**config.mk**
```make
export PLATFORM = sky130hd
export DESIGN_NAME = tmh_timer
export DESIGN_NICKNAME = d
export VERILOG_FILES = /design/src/tmh_pkg.sv /design/src/tmh_timer.sv
export VERILOG_INCLUDE_DIRS = /design/src
export SDC_FILE = /design/constraint.sdc
export NUM_CORES = 1
export LEC_CHECK = 0
export BUFFER_PORTS_ARGS = -buffer_cell sky130_fd_sc_hd__buf_2
export CAP_MARGIN = 20
export CORE_ASPECT_RATIO = 0.7
export CORE_MARGIN = 3
export CORE_UTILIZATION = 35
export DETAILED_ROUTE_END_ITERATION = 6
export HOLD_SLACK_MARGIN = 0.06
export SYNTH_ARGS = -nofsm -noshare
export SYNTH_HDL_FRONTEND = slang
export SYNTH_HIERARCHICAL = 1
export SYNTH_SLANG_ARGS = --single-unit
export TNS_END_PERCENT = 5
```
**constraint.sdc**
```tcl
create_clock -name clk -period 5.79 [get_ports clk]
set_input_delay 0.2895 -clock clk [delete_from_list [all_inputs] [get_ports clk]]
set_output_delay 0.2895 -clock clk [all_outputs]
set_load 0.01 [all_outputs]
```
**src/tmh_map.svh**
```systemverilog
// register offsets, field positions and reset values of the split timer
//
// Function
// - config value 0x4 selects split halves
// - both halves share one parameterised design
// - timer modes: 16-bit count, 8-bit prescale
// - count down, reload after zero on next prescaled tick
// - one-shot stops, clears enable; periodic continues
// - zero sets sticky raw timeout, masked too
// - new interval load taken next cycle
// - debug stall freezes counting while halted
// - prescaler used only in timer modes
// - edge count: capture bit 0, event select
// - each edge decrements; match sets match flag
// - after match reload, disable, ignore edges
// - edge time: capture bit 1, free-run
// - edge latches count, sets capture flag
// - edge time keeps running, reloads at zero
// - pwm: alternate 1, capture 0, mode 2
// - pwm reloads after zero, no flags
// - pwm high at load, low at match
// - invert bit complements pwm output
// - mode 1 one-shot, mode 2 periodic
// - mode 3 capture, bit picks count/time
// - writing one to clear drops flag
`ifndef TMH_MAP_SVH
`define TMH_MAP_SVH
`define TMH_OFS_CFG 8'h00
`define TMH_OFS_MODE_A 8'h04
`define TMH_OFS_MODE_B 8'h08
`define TMH_OFS_CTL 8'h0c
`define TMH_OFS_MASK 8'h10
`define TMH_OFS_RAW 8'h14
`define TMH_OFS_MIS 8'h18
`define TMH_OFS_CLR 8'h1c
`define TMH_OFS_ILR_A 8'h20
`define TMH_OFS_ILR_B 8'h24
`define TMH_OFS_MAT_A 8'h28
`define TMH_OFS_MAT_B 8'h2c
`define TMH_OFS_PSR_A 8'h30
`define TMH_OFS_PSR_B 8'h34
`define TMH_OFS_CNT_A 8'h38
`define TMH_OFS_CNT_B 8'h3c
`define TMH_CFG_SPLIT 3'h4
`define TMH_MR_ONESHOT 2'h1
`define TMH_MR_PERIODIC 2'h2
`define TMH_MR_CAPTURE 2'h3
`define TMH_EVT_RISE 2'h0
`define TMH_EVT_FALL 2'h1
`define TMH_EVT_BOTH 2'h3
`define TMH_MODE_MR_LO 0
`define TMH_MODE_CMR 2
`define TMH_MODE_AMS 3
`define TMH_HALF_STRIDE 8
`define TMH_CTL_EN 0
`define TMH_CTL_STALL 1
`define TMH_CTL_EVT_LO 2
`define TMH_CTL_INV 6
`define TMH_IRQ_TO 0
`define TMH_IRQ_MATCH 1
`define TMH_IRQ_CAP 2
`define TMH_ILR_RST 16'hffff
`define TMH_PSR_RST 8'h00
`endif

```
**src/tmh_pkg.sv**
```systemverilog
// types shared by the split timer
package tmh_pkg;
  typedef enum logic [2:0] {
    TMH_OFF,
    TMH_ONESHOT,
    TMH_PERIODIC,
    TMH_ECOUNT,
    TMH_ETIME,
    TMH_PWM
  } tmh_mode_t;
endpackage

```
**src/tmh_timer.sv**
```systemverilog
// split 16-bit timer: one half datapath and the wishbone top
//
// The implementer's own choices: the Wishbone interface to the registers and the placing of the registers.
`timescale 1ns/1ps
`include "tmh_map.svh"

module tmh_half #(
  parameter int CW = 16,
  parameter int PW = 8
) (
  input wire logic clk,
  input wire logic srst,
  input wire logic split,
  input wire logic en,
  input wire logic stall,
  input wire logic halt,
  input wire logic [1:0] mode_field,
  input wire logic cap_mode,
  input wire logic alt_sel,
  input wire logic [1:0] evt,
  input wire logic [CW-1:0] ilr,
  input wire logic [CW-1:0] mat,
  input wire logic [PW-1:0] psr,
  input wire logic ilr_wr,
  input wire logic pin,
  output logic [CW-1:0] count_rd,
  output logic pwm_lvl,
  output logic pwm_act,
  output logic timeout_ev,
  output logic match_ev,
  output logic capture_ev,
  output logic en_clr
);
  logic [CW-1:0] cnt;
  logic [CW-1:0] cap;
  logic [PW-1:0] pre;
  logic s1, s2, s3;
  tmh_pkg::tmh_mode_t mode;
  wire [CW-1:0] dec = CW'(cnt - 1'b1);
  wire cnt_zero = (cnt == '0);
  wire run = split & en & ~(stall & halt);
  wire rise = s2 & ~s3;
  wire fall = ~s2 & s3;
  // reserved event code counts nothing
  wire pin_edge = (evt == `TMH_EVT_RISE) ? rise :
                  (evt == `TMH_EVT_FALL) ? fall :
                  (evt == `TMH_EVT_BOTH) ? (rise | fall) : 1'b0;
  wire is_per = (mode_field == `TMH_MR_PERIODIC);

  assign mode = alt_sel ? ((!cap_mode && is_per) ? tmh_pkg::TMH_PWM : tmh_pkg::TMH_OFF) :
                (mode_field == `TMH_MR_ONESHOT) ? tmh_pkg::TMH_ONESHOT :
                is_per ? tmh_pkg::TMH_PERIODIC :
                (mode_field == `TMH_MR_CAPTURE) ? (cap_mode ? tmh_pkg::TMH_ETIME : tmh_pkg::TMH_ECOUNT) :
                tmh_pkg::TMH_OFF;
  assign count_rd = (mode == tmh_pkg::TMH_ETIME) ? cap : cnt;
  assign pwm_act = split & (mode == tmh_pkg::TMH_PWM);

  // only s2 and s3 feed the edge logic; s1 is the metastable stage
  always_ff @(posedge clk) begin
    if (srst) begin
      s1 <= 1'b0;
      s2 <= 1'b0;
      s3 <= 1'b0;
    end else begin
      s1 <= pin;
      s2 <= s1;
      s3 <= s2;
    end
  end

  always_ff @(posedge clk) begin
    if (srst) begin
      cnt <= `TMH_ILR_RST;
      cap <= `TMH_ILR_RST;
      pre <= `TMH_PSR_RST;
      pwm_lvl <= 1'b0;
      timeout_ev <= 1'b0;
      match_ev <= 1'b0;
      capture_ev <= 1'b0;
      en_clr <= 1'b0;
    end else begin
      timeout_ev <= 1'b0;
      match_ev <= 1'b0;
      capture_ev <= 1'b0;
      en_clr <= 1'b0;
      if (ilr_wr) begin
        cnt <= ilr;
        pre <= psr;
      end else if (run) begin
        unique case (mode)
          tmh_pkg::TMH_OFF: begin
          end
          tmh_pkg::TMH_ONESHOT, tmh_pkg::TMH_PERIODIC: begin
            // prescaler as low bits gives a 24-bit range
            if (pre != '0) begin
              pre <= PW'(pre - 1'b1);
            end else if (cnt_zero) begin
              cnt <= ilr;
              pre <= psr;
              timeout_ev <= 1'b1;
              en_clr <= (mode == tmh_pkg::TMH_ONESHOT);
            end else begin
              cnt <= dec;
              pre <= psr;
            end
          end
          tmh_pkg::TMH_ECOUNT: begin
            if (pin_edge) begin
              if (dec == mat) begin
                cnt <= ilr;
                match_ev <= 1'b1;
                en_clr <= 1'b1;
              end else begin
                cnt <= dec;
              end
            end
          end
          tmh_pkg::TMH_ETIME: begin
            cnt <= cnt_zero ? ilr : dec;
            if (pin_edge) begin
              cap <= cnt;
              capture_ev <= 1'b1;
            end
          end
          tmh_pkg::TMH_PWM: begin
            cnt <= cnt_zero ? ilr : dec;
            if (cnt == ilr) begin
              pwm_lvl <= 1'b1;
            end else if (cnt == mat) begin
              pwm_lvl <= 1'b0;
            end
          end
        endcase
      end
    end
  end
endmodule // tmh_half

module tmh_timer (
  input wire logic clk,
  input wire logic srst,
  input wire logic wb_cyc_i,
  input wire logic wb_stb_i,
  input wire logic wb_we_i,
  input wire logic [7:0] wb_adr_i,
  input wire logic [31:0] wb_dat_i,
  input wire logic [3:0] wb_sel_i,
  output logic [31:0] wb_dat_o,
  output logic wb_ack_o,
  input wire logic debug_halt,
  input wire logic [1:0] ccp_in,
  output logic [1:0] ccp_out,
  output logic [1:0] ccp_oe_n,
  output logic irq
);
  logic [2:0] cfg;
  logic [15:0] ctl;
  logic [15:0] imask;
  logic [15:0] raw;
  logic [3:0] mode_r [2];
  logic [15:0] ilr [2];
  logic [15:0] mat [2];
  logic [7:0] psr [2];
  logic [1:0] ilr_wr;
  wire [15:0] cnt_rd [2];
  wire [1:0] pwm_lvl, pwm_act, to_ev, m_ev, c_ev, en_clr;

  wire acc = wb_cyc_i & wb_stb_i & ~wb_ack_o;
  wire wr = acc & wb_we_i;
  wire [31:0] wmask = {{8{wb_sel_i[3]}}, {8{wb_sel_i[2]}}, {8{wb_sel_i[1]}}, {8{wb_sel_i[0]}}};
  wire [31:0] wbits = wb_dat_i & wmask;
  wire split = (cfg == `TMH_CFG_SPLIT);

  function automatic logic [31:0] merge(input logic [31:0] old, input logic [31:0] m, input logic [31:0] d);
    merge = (old & ~m) | (d & m);
  endfunction

  wire [31:0] cfg_w = merge({29'h0, cfg}, wmask, wb_dat_i);
  wire [31:0] ctl_w = merge({16'h0, ctl}, wmask, wb_dat_i);
  wire [31:0] mask_w = merge({16'h0, imask}, wmask, wb_dat_i);
  wire wr_cfg = wr & (wb_adr_i == `TMH_OFS_CFG);
  wire wr_ctl = wr & (wb_adr_i == `TMH_OFS_CTL);
  wire wr_mask = wr & (wb_adr_i == `TMH_OFS_MASK);
  wire wr_clr = wr & (wb_adr_i == `TMH_OFS_CLR);
  wire [15:0] clr_bits = wr_clr ? wbits[15:0] : 16'h0000;
  wire [15:0] mis = raw & imask;

  // hardware sets win over a clear in the same cycle
  wire [15:0] set_bits = {5'h00, c_ev[1], m_ev[1], to_ev[1], 5'h00, c_ev[0], m_ev[0], to_ev[0]};
  wire [15:0] next_raw = (raw & ~clr_bits) | set_bits;

  // a software write to control overrides a same-cycle hardware disable
  wire [15:0] en_clr_bits = {7'h00, en_clr[1], 7'h00, en_clr[0]};
  wire [15:0] next_ctl = wr_ctl ? ctl_w[15:0] : (ctl & ~en_clr_bits);

  wire [31:0] rd_data =
    (wb_adr_i == `TMH_OFS_CFG) ? {29'h0, cfg} :
    (wb_adr_i == `TMH_OFS_MODE_A) ? {28'h0, mode_r[0]} :
    (wb_adr_i == `TMH_OFS_MODE_B) ? {28'h0, mode_r[1]} :
    (wb_adr_i == `TMH_OFS_CTL) ? {16'h0, ctl} :
    (wb_adr_i == `TMH_OFS_MASK) ? {16'h0, imask} :
    (wb_adr_i == `TMH_OFS_RAW) ? {16'h0, raw} :
    (wb_adr_i == `TMH_OFS_MIS) ? {16'h0, mis} :
    (wb_adr_i == `TMH_OFS_ILR_A) ? {16'h0, ilr[0]} :
    (wb_adr_i == `TMH_OFS_ILR_B) ? {16'h0, ilr[1]} :
    (wb_adr_i == `TMH_OFS_MAT_A) ? {16'h0, mat[0]} :
    (wb_adr_i == `TMH_OFS_MAT_B) ? {16'h0, mat[1]} :
    (wb_adr_i == `TMH_OFS_PSR_A) ? {24'h0, psr[0]} :
    (wb_adr_i == `TMH_OFS_PSR_B) ? {24'h0, psr[1]} :
    (wb_adr_i == `TMH_OFS_CNT_A) ? {16'h0, cnt_rd[0]} :
    (wb_adr_i == `TMH_OFS_CNT_B) ? {16'h0, cnt_rd[1]} : 32'h0000_0000;

  // every access, mapped or not, gets one ack a cycle after the strobe
  always_ff @(posedge clk) begin
    if (srst) begin
      wb_ack_o <= 1'b0;
      wb_dat_o <= 32'h0000_0000;
    end else begin
      wb_ack_o <= acc;
      wb_dat_o <= acc ? rd_data : 32'h0000_0000;
    end
  end

  always_ff @(posedge clk) begin
    if (srst) begin
      cfg <= 3'h0;
      ctl <= 16'h0000;
      imask <= 16'h0000;
      raw <= 16'h0000;
      irq <= 1'b0;
    end else begin
      if (wr_cfg) begin
        cfg <= cfg_w[2:0];
      end
      if (wr_mask) begin
        imask <= mask_w[15:0];
      end
      ctl <= next_ctl;
      raw <= next_raw;
      irq <= |(next_raw & imask);
    end
  end

  for (genvar h = 0; h < 2; h++) begin : g_half
    localparam logic [7:0] OFS_MODE = (h == 0) ? `TMH_OFS_MODE_A : `TMH_OFS_MODE_B;
    localparam logic [7:0] OFS_ILR = (h == 0) ? `TMH_OFS_ILR_A : `TMH_OFS_ILR_B;
    localparam logic [7:0] OFS_MAT = (h == 0) ? `TMH_OFS_MAT_A : `TMH_OFS_MAT_B;
    localparam logic [7:0] OFS_PSR = (h == 0) ? `TMH_OFS_PSR_A : `TMH_OFS_PSR_B;
    localparam int CB = h * `TMH_HALF_STRIDE;
    wire wr_mode = wr & (wb_adr_i == OFS_MODE);
    wire wr_ilr = wr & (wb_adr_i == OFS_ILR);
    wire wr_mat = wr & (wb_adr_i == OFS_MAT);
    wire wr_psr = wr & (wb_adr_i == OFS_PSR);
    wire [31:0] mode_w = merge({28'h0, mode_r[h]}, wmask, wb_dat_i);
    wire [31:0] ilr_w = merge({16'h0, ilr[h]}, wmask, wb_dat_i);
    wire [31:0] mat_w = merge({16'h0, mat[h]}, wmask, wb_dat_i);
    wire [31:0] psr_w = merge({24'h0, psr[h]}, wmask, wb_dat_i);

    always_ff @(posedge clk) begin
      if (srst) begin
        mode_r[h] <= 4'h0;
        ilr[h] <= `TMH_ILR_RST;
        mat[h] <= 16'h0000;
        psr[h] <= `TMH_PSR_RST;
        ilr_wr[h] <= 1'b0;
        ccp_out[h] <= 1'b0;
        ccp_oe_n[h] <= 1'b1;
      end else begin
        if (wr_mode) begin
          mode_r[h] <= mode_w[3:0];
        end
        if (wr_ilr) begin
          ilr[h] <= ilr_w[15:0];
        end
        if (wr_mat) begin
          mat[h] <= mat_w[15:0];
        end
        if (wr_psr) begin
          psr[h] <= psr_w[7:0];
        end
        ilr_wr[h] <= wr_ilr;
        ccp_out[h] <= pwm_act[h] & (pwm_lvl[h] ^ ctl[CB + `TMH_CTL_INV]);
        ccp_oe_n[h] <= ~pwm_act[h];
      end
    end

    tmh_half #(.CW(16), .PW(8)) u_half (
      .clk(clk),
      .srst(srst),
      .split(split),
      .en(ctl[CB + `TMH_CTL_EN]),
      .stall(ctl[CB + `TMH_CTL_STALL]),
      .halt(debug_halt),
      .mode_field(mode_r[h][`TMH_MODE_MR_LO +: 2]),
      .cap_mode(mode_r[h][`TMH_MODE_CMR]),
      .alt_sel(mode_r[h][`TMH_MODE_AMS]),
      .evt(ctl[CB + `TMH_CTL_EVT_LO +: 2]),
      .ilr(ilr[h]),
      .mat(mat[h]),
      .psr(psr[h]),
      .ilr_wr(ilr_wr[h]),
      .pin(ccp_in[h]),
      .count_rd(cnt_rd[h]),
      .pwm_lvl(pwm_lvl[h]),
      .pwm_act(pwm_act[h]),
      .timeout_ev(to_ev[h]),
      .match_ev(m_ev[h]),
      .capture_ev(c_ev[h]),
      .en_clr(en_clr[h])
    );
  end
endmodule // tmh_timer

```
[Word level (Yosys, flattened, before mapping)]
Memories as Yosys holds them, arrays and structs flattened.
Index checks and enable logic that the tools add are counted.
Word-level totals
  register bits after elaboration: 187
  latch bits: 0
  RAM bits: 88
  bits in read-only memories: 0
  input bits: 52
  output and inout port bits: 38
  word-level logic and storage cells: 339
  memories: 4
Memories
  ilr: words 2, bits a word 16, read ports 2, clocked after Yosys merged registers in 0, wr ports 2, RTL line tmh_timer.sv:161  | logic [15:0] ilr [2];
  mat: words 2, bits a word 16, read ports 2, clocked after Yosys merged registers in 0, wr ports 2, RTL line tmh_timer.sv:162  | logic [15:0] mat [2];
  psr: words 2, bits a word 8, read ports 2, clocked after Yosys merged registers in 0, wr ports 2, RTL line tmh_timer.sv:163  | logic [7:0] psr [2];
  mode_r: words 2, bits a word 4, read ports 2, clocked after Yosys merged registers in 0, wr ports 2, RTL line tmh_timer.sv:160  | logic [3:0] mode_r [2];
Cells by class
  $add $sub $neg: 4
  multipliers: 0
  div/mod/pow operators: 0
  order comparisons: 0
  eq/ne operators: 46
  shifts and indexed selects: 0
  muxes and demuxes: 111
  bitwise operators: 92
  reduce and logical (&&, ||, !) cells: 44
Operator list (count)
  2-to-1 mux 16 bit: 32
  AND 16 bit: 11
  equality test 16 bit: 6
  OR 16 bit: 6
  one-hot mux 16 bit (3 select lines): 2
  2-to-1 mux 8 bit: 10
  equality test 8 x 6 -> 1 bit (second input constant): 8
  2-to-1 mux 1 bit: 48
  2-to-1 mux 3 bit: 13
  equality test 8 x 5 -> 1 bit (second input constant): 4
  zero test 16 bit: 2
  inverter 16 bit: 2
  OR reduction 16 bit: 2
  subtractor 16 x 1 -> 16 bit (second input constant): 2
  AND 1 bit: 29
  AND reduction 4 bit: 6
  inverter 1 bit: 20
  AND 8 bit: 2
  equality test 8 x 4 -> 1 bit (second input constant): 2
  2-to-1 mux 4 bit: 4
  inverter 9 -> 16 bit: 1
  OR 16 x 11 -> 16 bit: 1
  OR 8 bit: 2
  nonzero test 8 bit: 2
  other kinds (27): 80

[Logic depth before layout (Yosys ltp)]
An unclocked memory read counts as a cell.
  depth after elaboration: 23
  mapped depth: 14
  mapped depth without buffers: 10

[Cells and area by module]
Netlist, hierarchy kept.
Modules (own cells, without submodules)
  tmh_timer: times used 1, cells an instance 921, area each 8769.7 um^2, sequential area each 4144.0 um^2
  tmh_half (g_half[0].u_half): times used 1, cells an instance 502, area each 3764.9 um^2, sequential area each 960.9 um^2
  tmh_half (g_half[1].u_half): times used 1, cells an instance 462, area each 3611.0 um^2, sequential area each 960.9 um^2

[Worst setup path after synthesis]
OpenSTA, ideal clock, no wires.
  path type: reg2reg
  from: reg g_half[0].u_half.cnt[0]
  to: reg g_half[0].u_half.cnt[0]
  library setup time: 127 ps
  arrival time: 3170 ps
  data required time: 5663 ps
  setup slack: 2493 ps
  cell stages (with the launch flop): 14
  buffers on the path: 3
  period minus slack after synthesis: 3297 ps
  path through: dfxtp_1 > clkbuf_1 > inv_1 > ha_1 > clkbuf_1 > or3b_1 > clkbuf_1 > nor4_1 > xnor2_1 > o211ai_1 > o41ai_4 > or4_1 > o21ai_1 > or3_1
Between the ends
  longest elaborated chain between the ends: 7
  elaborated cells between the ends (all ways): 10
  classes of those cells: add/sub: 1; eq/ne: 1; mux: 7; reduce/logical: 1
Ends and longest elaborated chain
  start: declaration: RTL line tmh_timer.sv:34  | logic [CW-1:0] cnt;
  start signal: assignment: RTL line tmh_timer.sv:73  | cnt <= `TMH_ILR_RST;
  start signal: assignment: RTL line tmh_timer.sv:87  | cnt <= ilr;
  start signal: assignment: RTL line tmh_timer.sv:98  | cnt <= ilr;
  subtractor 16 x 1 -> 16 bit: RTL line tmh_timer.sv:39  | wire [CW-1:0] dec = CW'(cnt - 1'b1);
  equality test 16 bit: RTL line tmh_timer.sv:109  | if (dec == mat) begin
  2-to-1 mux 16 bit: RTL line tmh_timer.sv:109
  2-to-1 mux 16 bit: RTL line tmh_timer.sv:108  | if (pin_edge) begin
  one-hot mux 16 bit (3 select lines) *: RTL line tmh_timer.sv:90  | unique case (mode)
  2-to-1 mux 16 bit *: RTL line tmh_timer.sv:89  | end else if (run) begin
  2-to-1 mux 16 bit *: RTL line tmh_timer.sv:86  | if (ilr_wr) begin
Mark *: on every way between the ends. The rest lies on a longest branch, timed or not. The select of a mux whose other input is x is not followed.
A chain may end at the register's enable or synchronous reset.

[Worst setup path in the final report]
  from: reg g_half[0].u_half.cnt[0]
  to: reg g_half[0].u_half.cnt[13]
The elaborated chain is that of the path after synthesis.

==> out/summary.txt <==
total track usage: 23.9%
Static Leak: 6.52 nW
Sw Share: 25.4%
Fin. Hold Viols: 0
Synth Area in Adders: 0.775%
RSZ-0062 raised after global routing: no
CTS Root Cell: clkbuf_16
mux contribution to synthesized area: 7.39%
f_max: 261 MHz
initial antenna violation count: 3
ys flop type: dfxtp_1
Sw Pwr: 0.00101 W
Max Transition Viols Final: 0
crit path buf inv count: 1
Comb pwr share: 7.2%
Slowest cell on crit path: nor4_1
dpl ws: 1870 ps
P&R area growth vs syn: 10.1%
clk_lat worst skew: 570 ps
Max Cap Viol: 0
Num Clock Sinks: 259
Crit. End Element: flip-flop
Die Wd: 263 um
maximum fanout along the worst path: 12
setup_tns: 0 ps
H-tree depth: 1
M2 GR Usage: 32.3%
post-synth top area share: 21.2%
Setup Skew: 12.7 ps
clk slew on worst S/H paths: 60 ps
PD cells: 224 mW/mm^2
Mapped Cells: 1885
first-pass GRT wire length: 89500 um
Via Count: 15100
r2r setup slk: 1960 ps
share of cells above drive strength 1: 11.5%
Worst Setup Start Kind: flip-flop
IO Count: 90
EDFF count, synth: 88
status: complete, no violations
synth top area cells: dfxtp_1 21%, edfxtp_1 16%, a21oi_1 5.1%
hold crit path type: in -> reg
Synth Area in Simple Gates: 25.4%
Yosys cell types: 100
CTS tree: done
endpoints failing setup: 0
RePlAce Congestion: 0.967
Die Ht: 186 um
met3 usage: 8.50%
Yosys warning total: 6
num rows: 65
Crit Path Class: reg -> reg
Port Buf Inserts: 55
Synth Area in XOR/XNOR: 5.53%
Final ANT Viol Nets: 0
M1 GR Usage: 35.9%
most frequent cell after synthesis: nand2_1
Arr. time, crit path: 4280 ps
starting density of the core: 35.6%
hpwl dp: 44400 um
ys async rst share: 0%
Slew @ Worst Pin: 1070 ps
gr busiest metal: met1
DRC: 0
Wirelength per Cell: 24.3 um
DR iter-0 viols: 2020
worst endpoint required time: 6240 ps
DRT Wirelength: 60800 um
#FFs+latches synth: 259
largest net degree at the start of global routing: 74
Core ar.: 0.0453 sq mm
global route overflow: 0
Rel. slew slack: 28.7%
sequential share of the synthesized area: 37.6%
detailed-router iteration count before antenna repair: 6
main combinational cell family by area after synthesis: simple AND/OR/NAND/NOR gates
Power Internal: 0.00297 W
worst path cell trace: inv_1 > ha_1 > or3b_1 > nor4_1 > xnor2_1 > o211ai_1 > or4_4 > nand3_2 > nor3_1 > a211o_1
critical path's largest stage delay: 620 ps
post-layout min period: 3830 ps
Commonest cells post-synth: 176 x nand2_1, 171 x dfxtp_1, 166 x a21oi_1
peak supply drop: 0.237 mV
post-CTS resize count: 0
Mapped Area: 0.0161 sq mm
Mapped Avg Cell Area: 8.57 sq um
Final Cycle Share: 66.1%
power share of the sequential group: 48.4%
Largest delay share family, worst path: simple AND/OR/NAND/NOR gates
Max clock buf depth: 3
Num CTS Buffers: 27
area fraction in compound gates after synthesis: 18.0%
fin nets: 1938
number of global-route vias before repair: 13600
cell taking the most area after synthesis: dfxtp_1
clock network power share: 44.4%
overall die area: 0.0488 sq mm
vias per inst: 6.04
fin worst setup slack: 1960 ps
[cell families after synthesis]
kind of cell             Yosys count
XOR/XNOR                         102
other                              1
buffers and inverters            185
flip-flops                       259
AND/OR/NAND/NOR                  765
AO/OA/AOI/OAI                    453
multiplexers                     110
adder cells (fa/ha/maj)           10
[stage by stage]
stage	utilization (%)	instances	hold slack (ps)	total power, W	area [sq um]
2_1_floorplan	-	1900	393	0.00213	16200
3_3_place_gp	36.9	2430	437	0.00223	16700
3_5_place_dp	36.9	2430	425	0.00223	16700
4_1_cts	39.2	2497	132	0.00398	17800
5_1_grt	39.2	2499	166	0.00408	17800
6_report	39.3	2500	149	0.00398	17800
[placed cells by master (no fill, tap or decap), drive strengths merged, types with 63 or more instances in the layout]
cell / instances
nand2b: 108
nand2: 176
nor2: 147
mux2i: 64
dfxtp: 171
edfxtp: 88
buf: 83
nand3: 106
xnor2: 63
o21ai: 92
a21oi: 166
[registers in the layout (all words and copies together) (netlist names), 8 cells and up, named ones only]
signal	cells
g_half.u_half/cap	32
g_half.u_half/cnt	32
ilr	32
mat	32
g_half.u_half/pre	16
psr	16
raw	16
wb_dat_o	16
ctl	14
mode_r	8
[path summary, 6_finish.rpt]
kind / start / endpoint / cells after the start
worst min register to register: g_half[1].u_half/s1 / g_half[1].u_half/s2 / 1
worst max-delay path: g_half[0].u_half/cnt[0] / g_half[0].u_half/cnt[13] / 10
worst min-delay path: srst / g_half[0].u_half/cap[2] / 2
worst max register to register: g_half[0].u_half/cnt[0] / g_half[0].u_half/cnt[13] / 10
[layout make-up]
class / count / area, sq um
tap: 603 / 754
antenna: 1 / 2.50
clock inverter: 11 / 88.8
clock buffer: 38 / 778
multi-input combinational: 1456 / 9300
timing repair buffer: 101 / 676
fill: 4553 / 27500
inverter: 31 / 116
sequential: 259 / 6070
[power by group through the flow]
| stage | combinational, W | clock (W) | sequential (W) |
|---|---|---|---|
| after floorplan | 0.000182 | 0 | 0.00195 |
| after global placement | 0.000265 | 0 | 0.00196 |
| after detailed placement | 0.000266 | 0 | 0.00196 |
| after CTS | 0.000277 | 0.00178 | 0.00192 |
| after global routing | 0.000302 | 0.00185 | 0.00193 |
| final | 0.000285 | 0.00177 | 0.00193 |
[timing repair]
item                      in CTS  in global routing
hold endpoints to repair      32                  0
hold buffers                  18                  0
buffers inserted               0                  0
[per-layer routing]
layer  part of all wire (%)  up-vias
met5                  0.021        -
li1                       -     6798
met3                     14       86
met2                     39      897
met1                     45     7306
met4                    2.2        2
Power figures use the tool's default switching activity.
